**src/backlight_defs.svh**
```systemverilog
`ifndef BACKLIGHT_DEFS_SVH
`define BACKLIGHT_DEFS_SVH
`define CLK_MHZ 250
`define CURRENT_SETTING_CONTROL_OFFSET 8'h02
`define CURRENT_SETTING_CONTROL_RESET 8'h00
`define CURRENT_SETTING_CONTROL_ENA_BIT 0
`define CURRENT_SETTING_CONTROL_PSEN_BIT 1
`define UV_BLANK_MS 52
`define UV_BLANK_CYC (`UV_BLANK_MS * 1000 * `CLK_MHZ)
`define HEAD_TICK_MS 10
`define HEAD_TICK_CYC (`HEAD_TICK_MS * 1000 * `CLK_MHZ)
`define DIM_SAMPLE_MHZ 20
`define DIM_SAMPLE_CYC (`CLK_MHZ / `DIM_SAMPLE_MHZ)
`define ADDR_LOW 7'h60
`define ADDR_HIGH 7'h66
`define DAC_RESET 8'h80
`endif

```
**src/backlight_pkg.sv**
```systemverilog
package backlight_pkg;
    typedef enum logic [1:0] {ST_OFF, ST_SOFT, ST_RUN, ST_UV} pwr_state_t;
    typedef enum logic [2:0] {FS_OFF, FS_25, FS_50, FS_75, FS_100} fs_cur_t;
endpackage

```
**src/backlight_boost_headroom_fault_control.sv**
```systemverilog
`timescale 1ns/1ps
`include "backlight_defs.svh"
module backlight_boost_headroom_fault_control
    import backlight_pkg::*;
#(
    parameter int CHANNELS = 6,
    parameter int UV_BLANK_CYCLES = `UV_BLANK_CYC,
    parameter int HEAD_TICK_CYCLES = `HEAD_TICK_CYC
)
(
    // Clock and reset
    input wire logic sys_clk_in,
    input wire logic resetn_in,
    input wire logic clk_en_in,
    // Device pins
    input wire logic enable_pin_in,
    input wire logic failsafe_force_pin_in,
    input wire logic [3:0] failsafe_strap_in,
    input wire logic boost_output_monitor_uv_in,
    input wire logic dim_in,
    input wire logic dim_full_in,
    input wire logic osc_cycle_start_in,
    input wire logic cs_over_comp_in,
    input wire logic ext_sync_in,
    input wire logic [CHANNELS-1:0] chan_active_in,
    input wire logic [CHANNELS-1:0] head_low_in,
    input wire logic [CHANNELS-1:0] head_high_in,
    input wire logic [7:0] diag_flags_in,
    input wire logic [7:0] diag_mask_in,
    // Register port
    input wire logic reg_wr_in,
    input wire logic [7:0] reg_addr_in,
    input wire logic [7:0] reg_wdata_in,
    output logic [7:0] reg_rdata_out,
    // Outputs
    output logic fault_out_n_oe_out,
    output logic regulator_en_out,
    output logic iface_en_out,
    output logic boost_en_out,
    output logic input_disconnect_gate_out,
    output logic switch_gate_drive_out,
    output logic [CHANNELS-1:0] sink_force_full_out,
    output logic spread_en_out,
    output logic [7:0] ref_dac_out,
    output logic [2:0] fs_current_out,
    output logic [6:0] bus_addr_out,
    output logic soft_start_done_out
);
    // ==========================================
    // Registers
    // ==========================================
    localparam int BW = 32;
    pwr_state_t st_r, st_nxt;
    logic [7:0] current_setting_control_r, current_setting_control_nxt;
    logic [BW-1:0] blank_r, blank_nxt;
    logic [BW-1:0] tick_r, tick_nxt;
    logic [7:0] dac_r, dac_nxt;
    logic [7:0] div_r, div_nxt;
    logic dim_s_r, dim_s_nxt;
    logic strap_done_r, strap_done_nxt;
    logic [2:0] fs_r, fs_nxt;
    logic [6:0] addr_r, addr_nxt;
    logic gate_r, gate_nxt;
    logic any_low, all_high, step, ena_wr, ena_now;
    logic fault_any;

    assign ena_now = current_setting_control_r[`CURRENT_SETTING_CONTROL_ENA_BIT];
    assign ena_wr = reg_wr_in && enable_pin_in && reg_addr_in == `CURRENT_SETTING_CONTROL_OFFSET;
    assign any_low = |(chan_active_in & head_low_in);
    assign all_high = (chan_active_in != '0) &&
        ((chan_active_in & head_high_in) == chan_active_in);

    // ==========================================
    // Next-state logic
    // ==========================================
    always_comb
    begin
        st_nxt = st_r;
        current_setting_control_nxt = current_setting_control_r;
        blank_nxt = blank_r;
        tick_nxt = tick_r;
        dac_nxt = dac_r;
        div_nxt = div_r;
        dim_s_nxt = dim_s_r;
        strap_done_nxt = strap_done_r;
        fs_nxt = fs_r;
        addr_nxt = addr_r;
        gate_nxt = gate_r;
        step = 1'b0;
        if (!strap_done_r)
        begin
            strap_done_nxt = 1'b1;
            addr_nxt = failsafe_strap_in[0] ? `ADDR_HIGH : `ADDR_LOW;
            case (failsafe_strap_in[3:1])
                3'h0: fs_nxt = FS_OFF;
                3'h1: fs_nxt = FS_25;
                3'h2: fs_nxt = FS_50;
                3'h3: fs_nxt = FS_75;
                default: fs_nxt = FS_100;
            endcase
        end
        // dim sampled on a 20 MHz strobe
        if (div_r >= 8'(`DIM_SAMPLE_CYC - 1))
        begin
            div_nxt = 8'h00;
            dim_s_nxt = dim_in;
            if (dim_s_r && !dim_in && !dim_full_in)
                step = 1'b1;
        end
        else
            div_nxt = div_r + 8'h01;
        if (dim_full_in)
        begin
            if (tick_r >= BW'(HEAD_TICK_CYCLES - 1))
            begin
                tick_nxt = '0;
                step = 1'b1;
            end
            else
                tick_nxt = tick_r + BW'(1);
        end
        else
            tick_nxt = '0;
        if (step && any_low && dac_r != 8'hff)
            dac_nxt = dac_r + 8'h01;
        else if (step && all_high && dac_r != 8'h00)
            dac_nxt = dac_r - 8'h01;
        if (ena_wr)
            current_setting_control_nxt = reg_wdata_in;
        case (st_r)
            ST_OFF:
            begin
                if (ena_now)
                begin
                    st_nxt = ST_SOFT;
                    blank_nxt = '0;
                end
            end
            ST_SOFT:
            begin
                if (!ena_now)
                    st_nxt = ST_OFF;
                else if (blank_r >= BW'(UV_BLANK_CYCLES - 1))
                    st_nxt = ST_RUN;
                else
                    blank_nxt = blank_r + BW'(1);
            end
            ST_RUN:
            begin
                if (!ena_now)
                    st_nxt = ST_OFF;
                else if (boost_output_monitor_uv_in)
                    st_nxt = ST_UV;
            end
            ST_UV:
            begin
                if (!ena_now)
                    st_nxt = ST_OFF;
            end
            default: st_nxt = ST_OFF;
        endcase
        if (st_nxt == ST_UV || (st_nxt == ST_OFF && !failsafe_force_pin_in))
            gate_nxt = 1'b0;
        else if (cs_over_comp_in)
            gate_nxt = 1'b0;
        else if (osc_cycle_start_in)
            gate_nxt = 1'b1;
        if (!enable_pin_in)
        begin
            st_nxt = ST_OFF;
            current_setting_control_nxt = `CURRENT_SETTING_CONTROL_RESET;
            gate_nxt = 1'b0;
        end
    end

    always_ff @(posedge sys_clk_in or negedge resetn_in)
    begin
        if (!resetn_in)
        begin
            st_r <= ST_OFF;
            current_setting_control_r <= `CURRENT_SETTING_CONTROL_RESET;
            blank_r <= '0;
            tick_r <= '0;
            dac_r <= `DAC_RESET;
            div_r <= 8'h00;
            dim_s_r <= 1'b0;
            strap_done_r <= 1'b0;
            fs_r <= 3'h0;
            addr_r <= `ADDR_LOW;
            gate_r <= 1'b0;
        end
        else if (clk_en_in)
        begin
            st_r <= st_nxt;
            current_setting_control_r <= current_setting_control_nxt;
            blank_r <= blank_nxt;
            tick_r <= tick_nxt;
            dac_r <= dac_nxt;
            div_r <= div_nxt;
            dim_s_r <= dim_s_nxt;
            strap_done_r <= strap_done_nxt;
            fs_r <= fs_nxt;
            addr_r <= addr_nxt;
            gate_r <= gate_nxt;
        end
    end

    // ==========================================
    // Registered outputs
    // ==========================================
    assign fault_any = |(diag_flags_in & ~diag_mask_in);
    always_ff @(posedge sys_clk_in or negedge resetn_in)
    begin
        if (!resetn_in)
        begin
            fault_out_n_oe_out <= 1'b0;
            regulator_en_out <= 1'b0;
            iface_en_out <= 1'b0;
            boost_en_out <= 1'b0;
            input_disconnect_gate_out <= 1'b0;
            sink_force_full_out <= '0;
            spread_en_out <= 1'b0;
            reg_rdata_out <= 8'h00;
            soft_start_done_out <= 1'b0;
        end
        else if (clk_en_in)
        begin
            // drive low on unmasked flag or trip
            fault_out_n_oe_out <= fault_any || st_nxt == ST_UV;
            regulator_en_out <= enable_pin_in;
            iface_en_out <= enable_pin_in;
            boost_en_out <= enable_pin_in && (failsafe_force_pin_in ||
                st_nxt == ST_SOFT || st_nxt == ST_RUN);
            input_disconnect_gate_out <= enable_pin_in && st_nxt != ST_UV &&
                (failsafe_force_pin_in || st_nxt != ST_OFF);
            sink_force_full_out <= (enable_pin_in && failsafe_force_pin_in) ?
                {CHANNELS{1'b1}} : '0;
            spread_en_out <= !ext_sync_in;
            reg_rdata_out <= (reg_addr_in == `CURRENT_SETTING_CONTROL_OFFSET) ? current_setting_control_nxt : 8'h00;
            soft_start_done_out <= st_nxt == ST_RUN || st_nxt == ST_UV;
        end
    end
    assign switch_gate_drive_out = gate_r;
    assign ref_dac_out = dac_r;
    assign fs_current_out = fs_r;
    assign bus_addr_out = addr_r;
endmodule

```
**config.mk**
```make
export PLATFORM = sky130hd
export DESIGN_NAME = backlight_boost_headroom_fault_control
export DESIGN_NICKNAME = d
export VERILOG_FILES = /design/src/backlight_pkg.sv /design/src/backlight_boost_headroom_fault_control.sv
export VERILOG_INCLUDE_DIRS = /design/src
export SDC_FILE = /design/constraint.sdc
export NUM_CORES = 1
export LEC_CHECK = 0
export ABC_AREA = 0
export BUFFER_PORTS_ARGS = -buffer_cell sky130_fd_sc_hd__buf_2
export CELL_PAD_IN_SITES_DETAIL_PLACEMENT = 1
export CELL_PAD_IN_SITES_GLOBAL_PLACEMENT = 1
export CORE_MARGIN = 2
export CORE_UTILIZATION = 35
export CTS_CLUSTER_DIAMETER = 150
export DETAILED_ROUTE_END_ITERATION = 7
export MAX_ROUTING_LAYER = met4
export PLACE_DENSITY_LB_ADDON = 0.1
export SLEW_MARGIN = 15
export SYNTH_ARGS = -nofsm -noshare
export SYNTH_HDL_FRONTEND = slang
export SYNTH_SLANG_ARGS = --single-unit
```
**constraint.sdc**
```tcl
create_clock -name sys_clk_in -period 6.4 [get_ports sys_clk_in]
set_input_delay 1.28 -clock sys_clk_in [delete_from_list [all_inputs] [get_ports sys_clk_in]]
set_output_delay 1.28 -clock sys_clk_in [all_outputs]
set_load 0.01 [all_outputs]
```
==> impl_metrics.json <==
{
  "required_ns": 6.64,
  "cp_cell_sequence": "buf_2 > nor4b_1 > and4_1 > a211oi_1 > inv_1 > fa_1 > a21o_1 > a21o_1 > a21o_1 > a21oi_1 > xnor2_1 > mux2_1",
  "grt_pass1_vias": 4935,
  "coreArea_mm2": 0.01647,
  "syn_area_mm2": 0.005859,
  "end_kind": "register",
  "wl_per_cell_um": 15.90,
  "yosys.cell_types.count": 63,
  "place_congestion": 0.7679,
  "skew_ns": 0.006491,
  "io_pins": 106,
  "holdWs_ns": 0.4602,
  "synthSimpleGateAreaFrac": 0.2014,
  "antenna_found_initial": 0,
  "clock_latency_ns": 0.35,
  "fin_setup_tns_ns": 0,
  "tightest_slew_ns": 1.031,
  "synth_compound_area_frac": 0.1414,
  "placement.io_buffers": 100,
  "die_w_um": 133.4,
  "diodes": 0,
  "cp_top_family": "compound AO/OA/AOI/OAI gates",
  "rsz0062_at_grt": "false",
  "cts.sink_count": 112,
  "grt_overflow": 0,
  "period_minus_slack_ns": 3.690,
  "cts-hold-fix-buffers": 0,
  "cp_slowest_cell": "fa_1",
  "final_nets": 751,
  "synthXorXnorAreaFrac": 0.06726,
  "power.density_mw_per_mm2": 258.0,
  "cts_max_level": 3,
  "grt_usage": 0.1745,
  "cts_tree": "yes",
  "drc": 0,
  "fp.dieArea_mm2": 0.01779,
  "start_util": 0.3559,
  "cts_root_buffer": "clkbuf_16",
  "synth_edf_count": 0,
  "path_buf_inv": 2,
  "post_cts_buffers": 0,
  "ant_nets": 0,
  "netlist_instances": 589,
  "yosys.area_share.adder": 0.02264,
  "relSlewSlack": 0.3124,
  "final_cell_mix": "111 x dfrtp_1, 99 x buf_2, 62 x nor2_1, 40 x nand2_1, 30 x inv_1",
  "irDropWorstVdd_uv": 129.6,
  "grt_max_degree": 79,
  "synth-async-reset-ratio": 1.000,
  "yosysWarnings": 0,
  "power.leakage_uw": 0.003171,
  "cts.path.max_buffers": 2,
  "cts_buffers": 9,
  "fin_crit_sh": 0.5766,
  "cts_resized": 0,
  "viasPerCell": 5.181,
  "total_power_uw": 1751,
  "synth_seq_cells": 112,
  "cpMostUsedCell": "a21o_1",
  "fmax_mhz": 271.0,
  "crit_arrival_ns": 3.93,
  "num_vias": 4658,
  "avgSynthCellArea_um2": 9.948,
  "max_cap_viol_count": 0,
  "hp-class": "reg2reg",
  "synth_top_family_by_area": "simple AND/OR/NAND/NOR gates",
  "path_max_fanout": 7,
  "muxShareOfSynthArea": 0.03224,
  "worstSetupPathType": "in2reg",
  "max_stage_delay_ns": 0.46,
  "yosys_most_used_dff": "dfrtp_1",
  "hold_violations": 0,
  "routed_wl_um": 14290,
  "rows": 47,
  "dr.first_iter.drc_count": 132,
  "dp_hpwl_um": 10130,
  "place_area_mm2": 0.006490,
  "final-setup-viol-count": 0,
  "final_area_mm2": 0.006785,
  "slew_violations": 0,
  "status": "finished clean",
  "grt_pass1_wl_um": 24630,
  "area_growth_pct": 15.80,
  "drtPass1Iterations": 4,
  "cts.clk_slew.worst_paths_ns": 0.07,
  "drive_gt1_frac": 0.2150,
  "layout_commonest_cell": "dfrtp_1",
  "ys_seq_area_frac": 0.4785,
  "die_h_um": 133.4,
  "cp-start-kind": "input port"
}
-- routing by layer --
metal	track usage	vias up	routed length, um
met5	-	-	0
met2	0.2861	48	6908
li1	-	2241	-
met3	0.03843	14	338
met4	0.03842	0	197
met1	0.2226	2355	6846
-- Yosys cell counts, types with 3 or more instances --
cell | n | area, um^2
nand4_1 | 8 | 50.05
mux2_1 | 4 | 45.04
o21ai_0 | 18 | 90.09
a21oi_1 | 22 | 110.1
a211oi_1 | 3 | 22.52
o2bb2ai_1 | 11 | 96.34
mux2i_1 | 11 | 110.1
nand3_1 | 25 | 125.1
inv_1 | 30 | 112.6
o22ai_1 | 3 | 18.77
and2_1 | 4 | 25.02
ha_1 | 9 | 112.6
nand2b_1 | 6 | 37.54
xor2_1 | 16 | 140.1
and4_1 | 6 | 52.55
and3_1 | 8 | 50.05
nor2_1 | 62 | 232.7
a221oi_1 | 3 | 26.28
dfrtp_1 | 111 | 2778
clkbuf_1 | 15 | 56.30
buf_4 | 12 | 90.09
or3_1 | 5 | 31.28
nor3_1 | 9 | 45.04
a22oi_1 | 3 | 22.52
o2111ai_1 | 5 | 43.79
a21o_1 | 5 | 37.54
a31oi_1 | 5 | 31.28
mux2_2 | 3 | 33.78
a41oi_1 | 4 | 35.03
nor4_2 | 4 | 50.05
buf_6 | 3 | 33.78
nor4_1 | 11 | 68.82
a22o_1 | 14 | 122.6
nor3_2 | 11 | 110.1
xnor2_1 | 29 | 254.0
nor2b_1 | 12 | 75.07
nand2_1 | 40 | 150.1
o21ai_1 | 7 | 35.03
-- final timing paths --
check	startpoint	endpoint	slack, ns	cells after the start
max	dim_full_in	ref_dac_out[6]	2.71	12
min	strap_done_r	strap_done_r	0.46	1
max reg2reg	tick_r[0]	ref_dac_out[6]	2.86	13
min reg2reg	strap_done_r	strap_done_r	0.46	1
max in group asynchronous	resetn_in	reg_rdata_out[0]	4.29	2
min in group asynchronous	resetn_in	blank_r[10]	1.07	1
-- where the power goes --
group,internal [uW],total [uW],switching [uW]
combinational,164,353,188
clock,313,573,260
sequential,760,825,65.1
-- layout make-up --
| class | count | area, um^2 |
|---|---|---|
| fillers | 1896 | 9681 |
| flip-flops and latches | 112 | 2804 |
| multi-input cells | 415 | 2746 |
| repair buffers | 106 | 548.0 |
| well taps | 220 | 275.3 |
| clock buffers | 10 | 239.0 |
| inverters | 31 | 116.4 |
| clock inverters | 5 | 56.30 |
-- flip-flops by register name (all words and copies together), names as in the netlist, 2 cells and up --
register	count
tick_r	32
current_setting_control_r	8
ref_dac_out	8
div_r	8
blank_r	32
reg_rdata_out	8
fs_current_out	3
st_r	2
-- stage by stage --
stage,worst slack [ns],instances,utilization
floorplan,2.738,592,-
global placement,2.426,884,0.3941
detailed placement,2.349,884,0.3941
CTS,2.725,899,0.4121
global route,2.510,899,0.4121
finish,2.710,899,0.4121
-- worst register-to-register path, cell delays in order (launching register included) --
cell	delay, ns
dfrtp_1	0.43
ha_1	0.27
and4_1	0.23
o311a_1	0.31
o21ai_1	0.30
a211oi_1	0.18
inv_1	0.24
ha_1	0.33
a21o_1	0.20
a21o_1	0.20
a21o_1	0.18
a21oi_1	0.18
xnor2_1	0.09
mux2_1	0.29
-- logic make-up after synthesis --
| kind of cell | count (synthesis) |
|---|---|
| AND/OR/NAND/NOR | 220 |
| AO/OA/AOI/OAI | 117 |
| flip-flops | 112 |
| buffers and inverters | 65 |
| XOR/XNOR | 45 |
| multiplexers | 18 |
| adder cells (fa/ha/maj) | 10 |
| other | 2 |
(Power assumes the default switching activity.)
